[src/hdl/tmr16_regs.vh]
/*
 * Constants for the 16-bit timer/event counter with two
 * capture/compare registers.
 * Assumes inclusion by bare name from the timer design files.
 */
// Notes on behaviour
// Output off in edge-clear mode with pin2.
// PPG duty value below period value.
// One-shot compares must differ.
// Output off during pulse width measurement.
// First match may lag one count clock.
// Compare-clear mode needs nonzero compare values.
// Capture proceeds during read; valid edges interrupt.
// Read capture only after its interrupt.
// Compare registers undefined after stop.
// Change pin1 edge select only when stopped.
// No one-shot retrigger during active level.
// Overflow flag on wrap, incl. FFFF compare-clear.
// Overflow clear before count one is ineffective.
// One-shot absent in compare-clear mode.
// Pin1 capture unreliable when pin1 clocks.
// Capture pulses wider than two count clocks.
// Capture at fall, interrupt next rise.
// Reverse capture: no irq; pin2 edge interrupts.
// First start treats high level as rise.
// Two equal samples accept an edge.
// Pins ignored while stopped.
// Counter read through count-up buffer.
// Mode 00 stops the timer.
// Mode 01 free-running.
// Mode 10 capture and clear on pin1.
// Mode 11 clear on period match.
`ifndef TMR16_REGS_VH
`define TMR16_REGS_VH
`define TMR16_W         16
`define TMR16_CNT_MAX   16'hFFFF
`define TMR16_CNT_RST   16'h0000
`define TMR16_REG_RST   16'h0000
`define TMR16_MODE_STOP 2'h0
`define TMR16_MODE_FREE 2'h1
`define TMR16_MODE_EDGE 2'h2
`define TMR16_MODE_CMP  2'h3
`define TMR16_ES_FALL   2'h0
`define TMR16_ES_RISE   2'h1
`define TMR16_ES_NONE   2'h2
`define TMR16_ES_BOTH   2'h3
`define TMR16_PSC_DIV2  2'h0
`define TMR16_PSC_DIV4  2'h1
`define TMR16_PSC_DIV16 2'h2
`define TMR16_PSC_PIN   2'h3
`define TMR16_PSC_RST   4'h0
`define TMR16_RISE_2    1'h0
`define TMR16_FALL_2    1'h1
`define TMR16_RISE_4    2'h0
`define TMR16_FALL_4    2'h2
`define TMR16_RISE_16   4'h0
`define TMR16_FALL_16   4'h8
`endif

[src/hdl/tmr16_edge.v]
/*
 * Pin edge detector: three-stage synchroniser, two-sample
 * noise filter and edge-select decode.
 * Assumes the sample strobe comes from the same clock.
 */
`timescale 1ns/1ps
`include "tmr16_regs.vh"
module tmr16_edge
(
    input  wire       ref_clk_i,
    input  wire       nrst_i,
    input  wire       clk_en_i,
    input  wire       pin_i,
    input  wire       sample_en_i,
    input  wire       run_i,
    input  wire       start_i,
    input  wire [1:0] edge_sel_i,
    output reg        valid_edge_o,
    output reg        rev_edge_o
);
    reg       s1;
    reg       s2;
    reg       s3;
    reg       lvl;
    reg       smp;
    reg       filt;
    reg       started;
    wire      samp;
    wire      rise;
    wire      fall;

    // Pins ignored while stopped
    assign samp = run_i & sample_en_i;
    // Two equal samples accept a new level
    assign rise = samp & (smp == lvl) & lvl & ~filt;
    assign fall = samp & (smp == lvl) & ~lvl & filt;

    always @(posedge ref_clk_i or negedge nrst_i)
    begin
        if (!nrst_i)
        begin
            s1           <= 1'b0;
            s2           <= 1'b0;
            s3           <= 1'b0;
            lvl          <= 1'b0;
            smp          <= 1'b0;
            filt         <= 1'b0;
            started      <= 1'b0;
            valid_edge_o <= 1'b0;
            rev_edge_o   <= 1'b0;
        end
        else if (clk_en_i)
        begin
            s1 <= pin_i;
            s2 <= s1;
            s3 <= s2;
            if (s2 == s3)
                lvl <= s3;
            if (start_i)
                started <= 1'b1;
            // Later restarts take the level as it stands
            if (start_i && started)
            begin
                smp  <= lvl;
                filt <= lvl;
            end
            else if (samp)
            begin
                smp <= lvl;
                if (smp == lvl)
                    filt <= lvl;
            end
            case (edge_sel_i)
                `TMR16_ES_FALL:
                begin
                    valid_edge_o <= fall;
                    rev_edge_o   <= rise;
                end
                `TMR16_ES_RISE:
                begin
                    valid_edge_o <= rise;
                    rev_edge_o   <= fall;
                end
                `TMR16_ES_BOTH:
                begin
                    valid_edge_o <= rise | fall;
                    rev_edge_o   <= 1'b0;
                end
                default:
                begin
                    valid_edge_o <= 1'b0;
                    rev_edge_o   <= 1'b0;
                end
            endcase
        end
    end
endmodule // tmr16_edge

[src/hdl/tmr16_core.v]
/*
 * 16-bit timer/event counter with two capture/compare
 * registers, overflow flag, output pin and two input pins.
 * Assumes control bits held steady by software; pins are
 * asynchronous and go through the edge detectors.
 */
`timescale 1ns/1ps
`include "tmr16_regs.vh"
module tmr16_core
(
    input  wire        ref_clk_i,
    input  wire        nrst_i,
    input  wire        clk_en_i,
    input  wire [1:0]  op_mode_i,
    input  wire [1:0]  prescale_sel_i,
    input  wire        edge_select_low_i,
    input  wire        edge_select_high_i,
    input  wire [1:0]  second_edge_sel_i,
    input  wire        period_capture_en_i,
    input  wire        reverse_phase_capture_sel_i,
    input  wire        duty_capture_en_i,
    input  wire        period_wr_i,
    input  wire        duty_wr_i,
    input  wire [15:0] wdata_i,
    input  wire        overflow_clr_i,
    input  wire        out_enable_i,
    input  wire        toggle_on_period_i,
    input  wire        toggle_on_duty_i,
    input  wire        one_shot_en_i,
    input  wire        one_shot_pin_trig_en_i,
    input  wire        one_shot_trig_i,
    input  wire        first_input_pin_i,
    input  wire        second_input_pin_i,
    output reg  [15:0] count_value_o,
    output reg  [15:0] period_capture_reg_o,
    output reg  [15:0] duty_capture_reg_o,
    output reg         overflow_flag_o,
    output reg         first_capture_irq_o,
    output reg         second_capture_irq_o,
    output reg         timer_output_pin_o
);
    reg  [3:0]  psc;
    reg  [15:0] count;
    reg  [15:0] next_count;
    reg         run_d;
    reg         ovf_hold;
    reg         pend0;
    reg         pend1;
    reg         armed;
    reg         rise_tick;
    reg         fall_tick;
    wire        run;
    wire        start;
    wire        pin_clk;
    wire        tick;
    wire        s1_valid;
    wire        s1_rev;
    wire        s2_valid;
    wire        s2_rev;
    wire        edge_clr;
    wire        os_ok;
    wire        os_trig;
    wire        match0;
    wire        match1;
    wire        ovf_evt;
    wire        cap0_valid;
    wire        cap0_rev;
    wire        cap1;
    wire        ext_irq0;

    // Mode 00 stops, any other value runs
    assign run     = op_mode_i != `TMR16_MODE_STOP;
    assign start   = run & ~run_d;
    assign pin_clk = prescale_sel_i == `TMR16_PSC_PIN;

    // Prescaler never restarts, so the first count may lag
    always @*
    begin
        case (prescale_sel_i)
            `TMR16_PSC_DIV2:
            begin
                rise_tick = psc[0] == `TMR16_RISE_2;
                fall_tick = psc[0] == `TMR16_FALL_2;
            end
            `TMR16_PSC_DIV4:
            begin
                rise_tick = psc[1:0] == `TMR16_RISE_4;
                fall_tick = psc[1:0] == `TMR16_FALL_4;
            end
            `TMR16_PSC_DIV16:
            begin
                rise_tick = psc == `TMR16_RISE_16;
                fall_tick = psc == `TMR16_FALL_16;
            end
            default:
            begin
                rise_tick = s1_valid;
                fall_tick = s1_valid;
            end
        endcase
    end

    assign tick = run & rise_tick;

    // Pin clock samples every cycle, captures at count clock
    tmr16_edge u_first
    (
        .ref_clk_i   (ref_clk_i),
        .nrst_i      (nrst_i),
        .clk_en_i    (clk_en_i),
        .pin_i       (first_input_pin_i),
        .sample_en_i (pin_clk | fall_tick),
        .run_i       (run),
        .start_i     (start),
        .edge_sel_i  ({edge_select_high_i, edge_select_low_i}),
        .valid_edge_o(s1_valid),
        .rev_edge_o  (s1_rev)
    );

    tmr16_edge u_second
    (
        .ref_clk_i   (ref_clk_i),
        .nrst_i      (nrst_i),
        .clk_en_i    (clk_en_i),
        .pin_i       (second_input_pin_i),
        .sample_en_i (pin_clk | fall_tick),
        .run_i       (run),
        .start_i     (start),
        .edge_sel_i  (second_edge_sel_i),
        .valid_edge_o(s2_valid),
        .rev_edge_o  (s2_rev)
    );

    // Mode 10 clears on the first pin valid edge, except when the first pin is the count clock
    assign edge_clr = run & (op_mode_i == `TMR16_MODE_EDGE)
                    & ~pin_clk & s1_valid;

    // One-shot only in free-running or edge-clear mode
    assign os_ok   = run & one_shot_en_i
                   & (op_mode_i != `TMR16_MODE_CMP);
    assign os_trig = os_ok & (one_shot_trig_i
                   | (one_shot_pin_trig_en_i & s1_valid));

    assign match0 = tick & ~period_capture_en_i
                  & (count == period_capture_reg_o);
    assign match1 = tick & ~duty_capture_en_i
                  & (count == duty_capture_reg_o);

    // Capture sources for both registers
    assign cap0_valid = run & period_capture_en_i
                      & ~reverse_phase_capture_sel_i & s2_valid;
    assign cap0_rev   = run & period_capture_en_i
                      & reverse_phase_capture_sel_i & s1_rev;
    assign cap1       = run & duty_capture_en_i & s1_valid;
    // Reverse capture mode: pin2 edge is a plain interrupt
    assign ext_irq0   = run & period_capture_en_i
                      & reverse_phase_capture_sel_i
                      & s2_valid;

    // Overflow on wrap; compare-clear from max also wraps
    assign ovf_evt = tick & (count == `TMR16_CNT_MAX)
                   & ~edge_clr & ~os_trig;

    always @*
    begin
        if (!run)
            next_count = `TMR16_CNT_RST;
        else if (edge_clr || os_trig)
            next_count = `TMR16_CNT_RST;
        else if (tick && (op_mode_i == `TMR16_MODE_CMP)
                 && (count == period_capture_reg_o))
            next_count = `TMR16_CNT_RST;
        else if (tick)
            next_count = count + 16'h0001;
        else
            next_count = count;
    end

    always @(posedge ref_clk_i or negedge nrst_i)
    begin
        if (!nrst_i)
        begin
            psc                  <= `TMR16_PSC_RST;
            count                <= `TMR16_CNT_RST;
            count_value_o        <= `TMR16_CNT_RST;
            run_d                <= 1'b0;
        end
        else if (clk_en_i)
        begin
            psc   <= psc + 4'h1;
            run_d <= run;
            count <= next_count;
            // Read buffer follows each count-up, and loads zero while stopped
            if (tick || !run)
                count_value_o <= next_count;
        end
    end

    // Overflow flag, set wins over a software clear
    always @(posedge ref_clk_i or negedge nrst_i)
    begin
        if (!nrst_i)
        begin
            ovf_hold        <= 1'b0;
            overflow_flag_o <= 1'b0;
        end
        else if (clk_en_i)
        begin
            // Clear is ignored until the count reaches one
            if (ovf_evt)
                ovf_hold <= 1'b1;
            else if (tick || !run)
                ovf_hold <= 1'b0;
            if (ovf_evt || ovf_hold)
                overflow_flag_o <= 1'b1;
            else if (overflow_clr_i)
                overflow_flag_o <= 1'b0;
        end
    end

    // Capture interrupts, dropped while stopped
    always @(posedge ref_clk_i or negedge nrst_i)
    begin
        if (!nrst_i)
        begin
            pend0                <= 1'b0;
            pend1                <= 1'b0;
            first_capture_irq_o  <= 1'b0;
            second_capture_irq_o <= 1'b0;
        end
        else if (clk_en_i)
        begin
            // Capture latched now, interrupt at next rise
            if (cap0_valid || ext_irq0)
                pend0 <= 1'b1;
            else if (rise_tick || !run)
                pend0 <= 1'b0;
            if (cap1)
                pend1 <= 1'b1;
            else if (rise_tick || !run)
                pend1 <= 1'b0;
            // Reverse-phase captures raise nothing
            first_capture_irq_o  <= match0
                | (pend0 & rise_tick & run);
            second_capture_irq_o <= match1
                | (pend1 & rise_tick & run);
        end
    end

    // Capture wins over a software write in the same cycle
    always @(posedge ref_clk_i or negedge nrst_i)
    begin
        if (!nrst_i)
        begin
            period_capture_reg_o <= `TMR16_REG_RST;
            duty_capture_reg_o   <= `TMR16_REG_RST;
        end
        else if (clk_en_i)
        begin
            // Captures go ahead even during a read
            if (cap0_valid || cap0_rev)
                period_capture_reg_o <= count;
            else if (period_wr_i)
                period_capture_reg_o <= wdata_i;
            if (cap1)
                duty_capture_reg_o <= count;
            else if (duty_wr_i)
                duty_capture_reg_o <= wdata_i;
            // Contents left as they are on stop; not relied on
        end
    end

    // Output pin: toggles, PPG and one-shot
    always @(posedge ref_clk_i or negedge nrst_i)
    begin
        if (!nrst_i)
        begin
            timer_output_pin_o <= 1'b0;
            armed              <= 1'b0;
        end
        else if (clk_en_i)
        begin
            if (!out_enable_i || !run)
            begin
                timer_output_pin_o <= 1'b0;
                armed              <= 1'b0;
            end
            else if (one_shot_en_i)
            begin
                if (os_trig)
                    armed <= 1'b1;
                else if (armed && match0)
                begin
                    armed              <= 1'b0;
                    timer_output_pin_o <= 1'b0;
                end
                else if (armed && match1)
                    timer_output_pin_o <= 1'b1;
            end
            else if ((match0 && toggle_on_period_i)
                     ^ (match1 && toggle_on_duty_i))
                timer_output_pin_o <= ~timer_output_pin_o;
        end
    end
endmodule // tmr16_core

[config.mk]
export PLATFORM = sky130hd
export DESIGN_NAME = tmr16_core
export DESIGN_NICKNAME = d
export VERILOG_FILES = /design/src/hdl/tmr16_edge.v /design/src/hdl/tmr16_core.v
export VERILOG_INCLUDE_DIRS = /design/src /design/src/hdl
export SDC_FILE = /design/constraint.sdc
export NUM_CORES = 1
export LEC_CHECK = 0
export ABC_CLOCK_PERIOD_IN_PS = 2400
export BUFFER_PORTS_ARGS = -buffer_cell sky130_fd_sc_hd__buf_4
export CAP_MARGIN = 20
export CORE_MARGIN = 2
export CORE_UTILIZATION = 40
export CTS_CLUSTER_SIZE = 25
export DETAILED_ROUTE_END_ITERATION = 8
export PLACE_DENSITY_LB_ADDON = 0.08
export SYNTH_ARGS = -nofsm -noshare
export SYNTH_HDL_FRONTEND = slang
export SYNTH_SLANG_ARGS = --single-unit
[constraint.sdc]
create_clock -name ref_clk_i -period 2.4 [get_ports ref_clk_i]
set_clock_uncertainty 0.15 [all_clocks]
set_input_delay 0.24 -clock ref_clk_i [delete_from_list [all_inputs] [get_ports ref_clk_i]]
set_output_delay 0.24 -clock ref_clk_i [all_outputs]
set_load 0.005 [all_outputs]
# == After elaboration in Yosys (flattened, before gate mapping) ==
# Index checks and enable logic that the tools add are counted.
# W data, S select, Z words.
# word_totals
register_bits,93
inputBits,41
out_inout_bits,52
word_cells,201
# classes
add_sub_neg,2
n_eq_ne,21
muxes,40
bitwise,59
reduce_logical,49
# ops
op,count
$mux W16,8
$and A1 B1 Y1,39
$eq A16 B16 Y1,2
$mux W1,27
$reduce_and A2 Y1,11
$reduce_bool A2 Y1,11
$add A16 B1 Y16 const B,1
$eq A16 B16 Y1 const B,1
$eq A2 B2 Y1 const B,7
$not A1 Y1,13
$pmux W1 S3,4
$reduce_and A3 Y1,3
$logic_not A2 Y1,4
$logic_and A1 B1 Y1,7
$logic_or A1 B1 Y1,7
$eq A2 B1 Y1 const B,3
$or A1 B1 Y1,6
$reduce_bool A3 Y1,2
$add A4 B1 Y4 const B,1
$eq A1 B1 Y1,4
$eq A4 B4 Y1 const B,1
$logic_not A4 Y1,1
$ne A4 B1 Y1 const B,1
$reduce_and A4 Y1,1
other kinds (5),6

# == Depth between registers and ports, before layout ==
# Gate-level depths: netlist of run 1.
# depth
depth_word,11
ltp_mapped,11
ltp_nobuf,9

# == By module ==
# From an unflattened synthesis of run 1, not the netlist that was laid out.
# hier_totals
hier_cells,540
area_unflattened_um2,5208.7
# modules_own_cells
mod,instances,cells_each,area_each_um2,seq_area_each_um2
tmr16_core,1,458,4320.4,1926.8
tmr16_edge,2,41,444.2,225.2

# == Worst setup path after synthesis of run 1 ==
# OpenSTA, ideal clock, no wires.
# synth_path
path_kind,register to register
startpoint,reg count[11]
endpoint,reg timer_output_pin_o
setup_ps,130
arrival_ps,1957
t_required_ps,2120
setup_slack_ps,163
path_stages_with_launch,9
n_path_buf,1
period_less_slack_ps,2237
cell_sequence,dfrtp_1 -> buf_6 -> xor2_1 -> nor4_2 -> nand4_2 -> or4_1 -> a31o_1 -> nand4b_1 -> nand3_1
# synth_via
elab_chain_cells,7
elab_cells_between_ends,16
classes_between,eq/ne: 3; mux: 4; bitwise: 3; reduce/logical: 6
# synth_lines
element,line_no,rtl
start: declaration,tmr16_core.v:43,reg [15:0] count;
start signal: assignment,tmr16_core.v:184,count <= `TMR16_CNT_RST;
start signal: assignment,tmr16_core.v:192,count <= next_count;
$eq A16 B16 Y1,tmr16_core.v:145,& (count == period_capture_reg_o);
$and A1 B1 Y1,tmr16_core.v:145,
$logic_and A1 B1 Y1,tmr16_core.v:292,else if (armed && match0)
$mux W1,tmr16_core.v:292,
$mux W1,tmr16_core.v:290,if (os_trig)
$mux W1,tmr16_core.v:288,else if (one_shot_en_i)
$mux W1,tmr16_core.v:283,if (!out_enable_i || !run)
end signal: assignment,tmr16_core.v:302,timer_output_pin_o <= ~timer_output_pin_o;
end: declaration,tmr16_core.v:40,output reg timer_output_pin_o
# Parallel ways exist; a longest one is shown, timed or not. The select of a mux whose other input is x is not followed.
# A chain may end at the register's enable or synchronous reset.

# == Worst setup path in the final report of run 1 ==
# layout_path
startpoint,reg period_capture_reg_o[3]
endpoint,reg count[11]
# layout_via
elab_chain_cells,5
# layout_lines
element,line_no,rtl
start: declaration,tmr16_core.v:35,"output reg [15:0] period_capture_reg_o,"
start signal: assignment,tmr16_core.v:255,period_capture_reg_o <= `TMR16_REG_RST;
start signal: assignment,tmr16_core.v:262,period_capture_reg_o <= count;
start signal: assignment,tmr16_core.v:264,period_capture_reg_o <= wdata_i;
$eq A16 B16 Y1,tmr16_core.v:171,&& (count == period_capture_reg_o))
$logic_and A1 B1 Y1,tmr16_core.v:170,else if (tick && (op_mode_i == `TMR16_MODE_CMP)
$mux W16,tmr16_core.v:170,
$mux W16,tmr16_core.v:168,else if (edge_clr || os_trig)
$mux W16,tmr16_core.v:166,if (!run)
# No other way between the ends.

==> flow_summary.json, run 1 <==
{
  "vias_per_cell": 5.16,
  "setup_viol": 2,
  "firstDrtPassIters": 4,
  "hold_path.class": "in -> reg",
  "ff2ff_setup_slack_ns": -0.02,
  "drt-total-wl_um": 14300,
  "vias": 4429,
  "p_int_mw": 3.10,
  "layout-area-overhead-vs-synth_pct": 32.3,
  "path_clk_slew_ns": 0.07,
  "fmax_mhz": 413,
  "route.met2.wl_um": 7240,
  "dp_hpwl_um": 10600,
  "pwr-share-seq_pct": 43.5,
  "synth_ff_type": "dfrtp_1",
  "fin_crit_sh_pct": 101,
  "setup_ws_ns": -0.0194,
  "synth_edf_count": 0,
  "syn_area_um2": 5130,
  "start_kind": "flip-flop",
  "wl_met1_um": 6110,
  "clockPowerShare_pct": 28.7,
  "maxSlewHeadroom_pct": 59.0,
  "nets": 727,
  "clk_latency_ns": 0.35,
  "grt_max_degree": 46,
  "power.share.switching_pct": 31.2,
  "reg2reg_from": "period_capture_reg_o[3]",
  "violations": "negative setup slack",
  "power_leakage_nw": 3.12,
  "cpMostUsedCell": "buf_6",
  "p_total_mw": 4.51,
  "required_ns": 2.49,
  "status": "complete, but fails checks",
  "whs_ns": 0.0235,
  "cts_buffers": 9,
  "antenna_found_initial": 0,
  "rr_worst_depth": 11,
  "top_layer": "met4",
  "finalHoldViolCount": 0,
  "cp-end-kind": "flip-flop",
  "peakVddDrop_uv": 373,
  "cp_max_fo": 9,
  "synthArstFlopShare_pct": 100,
  "fin_crit_ns": 2.42,
  "layout_common_cells": "buf_4 (154), dfrtp_1 (92), nand2_1 (87)",
  "gp_congestion": 0.874,
  "wl_per_cell_um": 16.6,
  "cts-root-buf": "clkbuf_16",
  "utilization_pct": 54.0,
  "portBuffers": 92,
  "ant_nets": 0,
  "grt_pass1_vias": 4350,
  "avgSynthCellArea_um2": 9.41,
  "drive_above_1_share_pct": 29.4,
  "die_h_um": 117,
  "worstPathCellList": "xor2_1 -> nor4_2 -> nand4_2 -> buf_6 -> o311ai_4 -> buf_6 -> buf_12 -> o21ai_0 -> nand2_1 -> o41ai_1 -> buf_4",
  "p_switching_mw": 1.40,
  "ctsLongestPathBuffers": 2,
  "reg2reg_to": "count[11]",
  "chipWidth_um": 117,
  "slowest_delay_ns": 0.41,
  "ys_seq_area_share_pct": 45.4,
  "p_per_area_nw_per_um2": 664,
  "synthDistinctLibCells": 54,
  "n_antenna_cell": 0,
  "grt_pass1_wl_um": 22500,
  "die_area_um2": 13700,
  "io_pins": 93,
  "tightest_slew_ns": 0.609,
  "maxSlewViolCount": 0,
  "worstHoldStart": "period_capture_en_i",
  "crit_arrival_ns": 2.51,
  "grt.total_usage_pct": 21.9,
  "start_util_pct": 40.8,
  "dr_wl_met3_um": 636,
  "slowest_stage": "dfrtp_1",
  "nFillCells": 1200,
  "drv_cap": 0,
  "synth_warnings": 0,
  "tns_ns": -0.0200,
  "grt_overflow_total": 0,
  "core_area_um2": 12600,
  "clock-sinks": 93,
  "first_iter_violations": 180,
  "crit_type": "reg -> reg",
  "drcViolationCount": 0,
  "postSynthCellCount": 545,
  "ys_ff_latch": 93,
  "htree_levels": 3,
  "hold_end": "pend0",
  "cts_tree": "built",
  "p_comb_share_pct": 27.8,
  "rsz0062_at_grt": "true",
  "whs_path_depth": 3,
  "synth_fp_nets": 590,
  "final_common_cell": "buf_4",
  "rows": 41
}
-- power groups by stage --
stage               registers (mW)  logic [mW]  clock network [mW]
floorplan                     1.97       0.603                   0
global placement              1.98        1.15                   0
detailed placement            1.99        1.16                   0
CTS                           1.96        1.19                1.32
global route                  1.99        1.40                1.39
finish                        1.96        1.25                1.30
-- worst max-delay path by stage --
| stage | startpoint | endpoint | slack (ns) | depth (start not counted) |
|---|---|---|---|---|
| 2_1_floorplan | count[11] | timer_output_pin_o | 0.16 | 8 |
| 3_3_place_gp | u_first.valid_edge_o | count[14] | -0.24 | 7 |
| 3_5_place_dp | u_first.valid_edge_o | count[14] | -0.26 | 7 |
| 4_1_cts | period_capture_reg_o[13] | timer_output_pin_o | -0.003 | 8 |
| 5_1_grt | period_capture_reg_o[3] | count[11] | -0.11 | 11 |
| 6_report | period_capture_reg_o[3] | count[11] | -0.02 | 11 |
-- final cells by class --
| cell class | count | area [um2] | area share, % |
|---|---|---|---|
| Tap cell | 172 | 215 | 3.17 |
| Inverter | 17 | 63.8 | 0.940 |
| Timing Repair inverter | 1 | 7.51 | 0.111 |
| Timing Repair Buffer | 165 | 1300 | 19.2 |
| Multi-Input combinational cell | 395 | 2610 | 38.5 |
| Clock buffer | 14 | 244 | 3.60 |
| Clock inverter | 2 | 10.0 | 0.148 |
| Sequential cell | 93 | 2330 | 34.3 |
-- logic make-up after synthesis --
group,Yosys count,synth area share (%)
flip-flops,93,45.4
buffers and inverters,57,5.39
XOR/XNOR,52,8.88
multiplexers,38,7.54
adder cells (fa/ha/maj),4,0.976
AO/OA/AOI/OAI,130,15.2
AND/OR/NAND/NOR,171,16.6
-- per-layer routing --
| layer | up-vias | track usage (%) |
|---|---|---|
| met3 | 23 | 4.43 |
| met5 | - | 0 |
| met2 | 117 | 36.9 |
| met4 | 0 | 7.84 |
| met1 | 2117 | 27.9 |
| li1 | 2172 | - |
-- cells in the mapped netlist (all sizes together) (4+ instances only) --
cell type | n | share of area, %
a21oi | 11 | 1.1
nand3 | 18 | 1.8
o31ai | 15 | 2.2
nand2 | 88 | 6.4
clkbuf | 19 | 1.4
o41ai | 4 | 0.68
nor4 | 4 | 1.1
nor3 | 9 | 1.1
nor2 | 15 | 1.1
dfrtp | 93 | 45
buf | 21 | 2.8
inv | 17 | 1.2
xnor2 | 24 | 4.1
xor2 | 28 | 4.8
ha | 4 | 0.98
nand4 | 12 | 1.6
a22o | 4 | 0.68
mux2i | 33 | 6.4
and3 | 8 | 1.0
mux2 | 5 | 1.1
o21ai | 78 | 7.6
-- metrics by stage --
stage	area, um2	worst slack, ns	instances
finish	6790	-0.0194	859
global route	6790	-0.111	859
CTS	6640	-0.00264	849
detailed placement	6300	-0.257	829
global placement	6300	-0.235	829
floorplan	5130	0.163	545
-- sequential cells by signal, summed over array words and instances, names as in the netlist, 4 cells and up --
name                  count
duty_capture_reg_o       16
count_value_o            16
period_capture_reg_o     16
count                    16
psc                       4
-- what timing repair did --
action / in CTS / in global routing
setup buffers: 1 / 8
pin swaps: 7 / 17
hold endpoints to repair: 45 / 0
cloned: 0 / 2
hold buffers: 3 / 0
endpoints found under the setup margin: 8 / 27
resized for setup: 10 / 25
-- critical path: cells and delay by family (launching register included) --
kind                   cells  cell delay [ns]
AO/OA/AOI/OAI              3             0.39
XOR/XNOR                   1             0.17
buffers and inverters      4             0.59
flip-flops                 1             0.41
AND/OR/NAND/NOR            3             0.61
No activity file was read; power rests on OpenSTA's default activity.
==> inputs of run 2 (changes only) <==
Settings changed: BUFFER_PORTS_ARGS -buffer_cell sky130_fd_sc_hd__buf_4 to unset, DONT_BUFFER_PORTS set to 1, SYNTH_HIERARCHICAL set to 1.
==> run 2 against run 1 <==
Against the previous run:
- the flow finishes with violations (negative hold slack, negative setup slack)
- maximum frequency up 0.72%
- non-clock buffer count decreased by 60
- sequential share of layout area up 1.6 points
- design area shrank 3.3%
- first-iteration DRC count increased by 33%
- flip-flop and latch count up 1
- critical path depth shrank 1
- count of clock-buffer cells in the layout shrank 2
==> flow_summary.json, run 2 <==
{
  "status": "complete, but fails checks",
  "tightest_slew_ns": 0.859,
  "maxSlewViolCount": 0,
  "maxSlewHeadroom_pct": 42.5,
  "crit_family": "simple AND/OR/NAND/NOR gates",
  "final_cells": 789,
  "final_common_cell": "dfrtp_1",
  "cts_buffers": 9,
  "drive_above_1_share_pct": 18.5,
  "crit_arrival_ns": 2.47,
  "synth_fp_nets": 579,
  "vias": 4157,
  "firstDrtPassIters": 4,
  "slowest_delay_ns": 0.40,
  "synth_warnings": 6,
  "place_inst": 724,
  "n_antenna_cell": 0,
  "power_leakage_nw": 2.87,
  "utilization_pct": 52.2,
  "peakVddDrop_uv": 327,
  "portBuffers": 0,
  "cts-root-buf": "clkbuf_16",
  "worstPathCellList": "inv_2 -> ha_4 -> nand4bb_4 -> a311oi_4 -> buf_4 -> and4_4 -> and3_4 -> o21ai_0 -> nand2_1 -> o31ai_1",
  "vias_per_cell": 5.27,
  "die_h_um": 117,
  "p_total_mw": 4.83,
  "required_ns": 2.47,
  "critical_path_buf_inv_count": 2,
  "grt_pass1_wl_um": 22200,
  "postLayoutCellArea_um2": 6560,
  "gp_congestion": 0.815,
  "first_iter_violations": 239,
  "core_area_um2": 12600,
  "ctsLongestPathBuffers": 2,
  "cp_max_fo": 8,
  "grt_max_degree": 95,
  "start_util_pct": 40.9,
  "violations": "negative hold slack, negative setup slack",
  "layout_common_cells": "dfrtp_1 (93), nand2_1 (81), o21ai_0 (61)",
  "placedInstanceArea_um2": 5630,
  "wl_per_cell_um": 17.6,
  "hold_path.class": "in -> async",
  "cp-end-kind": "flip-flop",
  "crit_type": "reg -> reg",
  "rows": 41,
  "start_kind": "flip-flop",
  "drv_cap": 0,
  "nets": 658,
  "cts_tree": "built",
  "fmax_mhz": 416,
  "setup_viol": 1,
  "dp_hpwl_um": 9790,
  "clock-sinks": 94,
  "path_clk_slew_ns": 0.07,
  "antenna_found_initial": 0,
  "rsz0062_at_grt": "true",
  "grt_overflow_total": 0,
  "slowest_stage": "dfrtp_1",
  "grt.total_usage_pct": 20.6,
  "drt-total-wl_um": 13900,
  "avgSynthCellArea_um2": 9.63,
  "htree_levels": 3,
  "whs_ns": -0.567,
  "layout-area-overhead-vs-synth_pct": 27.6,
  "clk_latency_ns": 0.35,
  "fin_crit_ns": 2.40,
  "fin_crit_sh_pct": 100,
  "drcViolationCount": 0,
  "grt_pass1_vias": 4058,
  "die_area_um2": 13800,
  "ant_nets": 0,
  "postSynthCellCount": 534,
  "nFillCells": 1181,
  "setup_ws_ns": -0.00218,
  "io_pins": 93,
  "chipWidth_um": 117,
  "finalHoldViolCount": 98,
  "syn_area_um2": 5140,
  "p_per_area_nw_per_um2": 737
}
[run 2: changes by cell type in the layout (fill, tap and decap cells not counted), sizes merged, moves of 4 or more]
| cell | delta |
|---|---|
| nand3 | -6 |
| buf | -102 |
| dlygate4sd3 | +42 |
| nand4 | -8 |
| nand2 | -7 |
| nor4 | +5 |
| xor2 | +11 |
| nor2 | -4 |
| xnor2 | -12 |
| nor3 | -7 |
| a21oi | +5 |
[run 2: timing repair]
item / CTS / global route
hold buffers: 43 / 2
setup buffers: 0 / 5
hold endpoints to repair: 163 / 110
pin swaps: 0 / 16
resized for setup: 3 / 27
endpoints found under the setup margin: 8 / 24
gates cloned: 0 / 0
[run 2: path summary, 6_finish.rpt]
path                           from                     to  slack (ns)  cells after the start
setup / recovery             psc[0]               count[7]      -0.002                     10
hold / removal               nrst_i      count_value_o[12]       -0.57                      0
setup reg to reg             psc[0]               count[7]      -0.002                     10
hold reg to reg            ovf_hold               ovf_hold        0.32                      2
max in group asynchronous    nrst_i  duty_capture_reg_o[5]        2.50                      0
min in group ref_clk_i     clk_en_i            u_first/smp       -0.01                      2
[run 2: cell type report]
type	count	area, um2	share of cell area (%)
clock inverters	3	67.6	1.03
well taps	172	215	3.28
flip-flops and latches	94	2350	35.9
multi-input cells	387	2690	41.0
clock buffers	12	256	3.91
repair buffers	105	917	14.0
inverters	16	60.1	0.916
[run 2: layer usage]
| layer | wire [um] | GRT usage (%) | vias up |
|---|---|---|---|
| met5 | 0 | 0 | - |
| met3 | 929 | 6.52 | 15 |
| met2 | 6170 | 30.3 | 100 |
| met4 | 202 | 6.55 | 0 |
| li1 | - | - | 2039 |
| met1 | 6590 | 29.0 | 2003 |
[run 2: per-stage QoR]
| stage | setup slack [ns] | TNS (ns) |
|---|---|---|
| 6_report | -0.00218 | -0.00218 |
| 5_1_grt | -0.0793 | -0.443 |
| 4_1_cts | -0.0219 | -0.0427 |
| 3_5_place_dp | -0.0344 | -0.0500 |
| 3_3_place_gp | -0.00926 | -0.0121 |
| 2_1_floorplan | 0.0841 | 0 |
[run 2: power breakdown]
| group | total, mW | internal [mW] | switching (mW) |
|---|---|---|---|
| clock | 1.57 | 0.965 | 0.610 |
| combinational | 1.20 | 0.630 | 0.571 |
| sequential | 2.06 | 1.81 | 0.246 |
[run 2: worst reg2reg max path, stage by stage (launching register included)]
cell and delay, ns:
dfrtp_1 0.40, inv_2 0.08, ha_4 0.15, nand4bb_4 0.13, a311oi_4 0.37, buf_4 0.20, and4_4 0.29, and3_4 0.20
o21ai_0 0.08, nand2_1 0.12, o31ai_1 0.10
==> inputs of run 3 (changes only) <==
Settings changed: CORE_MARGIN 2 to unset.
==> run 3 against run 2 <==
Against the previous run:
- core utilization decreased by 1.6 points
- final cell count decreased by 2.7%
- maximum frequency decreased by 0.53%
- sequential share of layout area increased by 1.1 points
- the run still ends with negative hold slack, negative setup slack left
- worst hold slack got worse by 0.0030 ns
- total power decreased by 4.7%
- design area decreased by 3.1%
- register-to-register slack about the same
==> flow_summary.json, run 3 (synthesis results as in run 2) <==
{
  "status": "complete, but fails checks",
  "violations": "negative hold slack, negative setup slack",
  "ctsLongestPathBuffers": 2,
  "hold_buffers": 23,
  "slowest_stage": "a311oi_4",
  "required_ns": 2.50,
  "finalHoldViolCount": 94,
  "core_area_um2": 12600,
  "cp_max_fo": 5,
  "rr_worst_depth": 9,
  "dp_slack_ns": -0.0975,
  "nets": 637,
  "cts_tree": "built",
  "n_antenna_cell": 0,
  "die_area_um2": 13300,
  "multiInputGateArea_um2": 2730,
  "ff2ff_setup_slack_ns": -0.02,
  "p_switching_mw": 1.43,
  "tightest_slew_ns": 0.549,
  "fin_crit_ns": 2.42,
  "placedInstanceArea_um2": 5610,
  "grt_pass1_wl_um": 22100,
  "maxSlewHeadroom_pct": 63.3,
  "grt.total_usage_pct": 22.2,
  "cts_buffers": 9,
  "layout-area-overhead-vs-synth_pct": 23.6,
  "postLayoutCellArea_um2": 6360,
  "clockPowerShare_pct": 30.5,
  "final_common_cell": "dfrtp_1",
  "firstDrtPassIters": 4,
  "clk_latency_ns": 0.35,
  "ant_nets": 0,
  "rsz0062_at_grt": "true",
  "drt-total-wl_um": 13900,
  "power_leakage_nw": 2.81,
  "dp_hpwl_um": 9870,
  "path_clk_slew_ns": 0.07,
  "chipWidth_um": 115,
  "setup_ws_ns": -0.0151,
  "place_inst": 722,
  "p_per_area_nw_per_um2": 725,
  "p_int_mw": 3.18,
  "vias_per_cell": 5.36,
  "nFillCells": 1190,
  "crit_path_end": "count[14]",
  "pwr-share-seq_pct": 45.0,
  "whs_ns": -0.570,
  "cp-end-kind": "flip-flop",
  "grt_max_degree": 95,
  "drv_cap": 0,
  "vias": 4118,
  "critPathLaunch": "psc[0]",
  "tns_ns": -0.0175,
  "crit_type": "reg -> reg",
  "worstPathCellList": "inv_2 -> ha_4 -> nand4bb_4 -> a311oi_4 -> nand4_2 -> nor2_4 -> nand3_2 -> xor2_2 -> o31ai_2",
  "drive_above_1_share_pct": 20.0,
  "peakVddDrop_uv": 322,
  "io_pins": 93,
  "drcViolationCount": 0,
  "setup_viol": 2,
  "die_h_um": 115,
  "layout_common_cells": "dfrtp_1 (93), nand2_1 (81), o21ai_0 (59), buf_4 (59), xor2_1 (37)",
  "power.share.switching_pct": 31.0,
  "fmax_mhz": 414,
  "maxSlewViolCount": 0,
  "portBuffers": 0,
  "grt_overflow_total": 0,
  "start_kind": "flip-flop",
  "crit_arrival_ns": 2.52,
  "start_util_pct": 40.9,
  "ff_latch_area_um2": 2350,
  "clock-sinks": 94,
  "wl_per_cell_um": 18.1,
  "rows": 41,
  "cts-root-buf": "clkbuf_16",
  "reg2reg_to": "count[14]",
  "antenna_found_initial": 0,
  "gp_congestion": 0.822,
  "first_iter_violations": 205,
  "htree_levels": 3,
  "reg2reg_from": "psc[0]",
  "hold_path.class": "in -> async",
  "slowest_delay_ns": 0.49,
  "fin_crit_sh_pct": 101,
  "p_comb_share_pct": 24.5,
  "final_cells": 768,
  "grt_pass1_vias": 4031
}
-- run 3: timing repair --
item | in CTS | in global routing
endpoints found under the setup margin | 15 | 34
pin swaps | 7 | 22
endpoints found under the hold margin | 162 | 94
gates resized for setup | 7 | 31
setup buffers | 5 | 3
cloned | 0 | 0
-- run 3: metrics by stage --
| stage | power, mW | utilization, % | hold WS, ns |
|---|---|---|---|
| final | 4.61 | 50.6 | -0.570 |
| after global routing | 4.88 | 50.6 | -0.587 |
| after CTS | 4.57 | 49.3 | -0.577 |
| after detailed placement | 3.05 | 44.6 | -0.202 |
| after global placement | 3.03 | 44.6 | -0.201 |
| after floorplan | 2.68 | - | -0.206 |
-- run 3: worst min-delay path by stage --
stage                         to  cells past startpoint  slack, ns
6_report        count_value_o[8]                      0      -0.57
5_1_grt                count[14]                      0      -0.59
4_1_cts                count[14]                      0      -0.58
3_5_place_dp   count_value_o[13]                      0      -0.20
3_3_place_gp   count_value_o[12]                      0      -0.20
2_1_floorplan              armed                      0      -0.21
-- run 3: area by class of cell --
type | instances | area share, %
multi-input combinational | 387 | 43.0
clock buffer | 11 | 3.66
clock inverter | 4 | 0.768
timing repair buffer | 84 | 11.2
inverter | 16 | 0.945
tap | 172 | 3.39
sequential | 94 | 37.0
-- run 3: layer usage --
layer	up-vias	wire (um)	GRT usage [%]
li1	1995	-	-
met2	80	6190	33.3
met3	13	693	5.17
met5	-	0	0
met4	0	190	6.93
met1	2030	6840	31.6
-- run 3: power groups by stage --
stage          sequential, mW  combinational [mW]  clock, mW
5_1_grt                  2.11                1.26       1.51
4_1_cts                  2.07                1.06       1.45
3_3_place_gp             2.09               0.939          0
6_report                 2.07                1.13       1.40
3_5_place_dp             2.10               0.951          0
2_1_floorplan            2.03               0.658          0
-- run 3: critical path, delay by kind of cell, from the launching register on --
family | cells | cell delay (ns)
simple gates | 4 | 0.62
compound gates | 2 | 0.72
flops | 1 | 0.40
buf+inv | 1 | 0.09
fa+ha+maj | 1 | 0.16
xor+xnor | 1 | 0.17
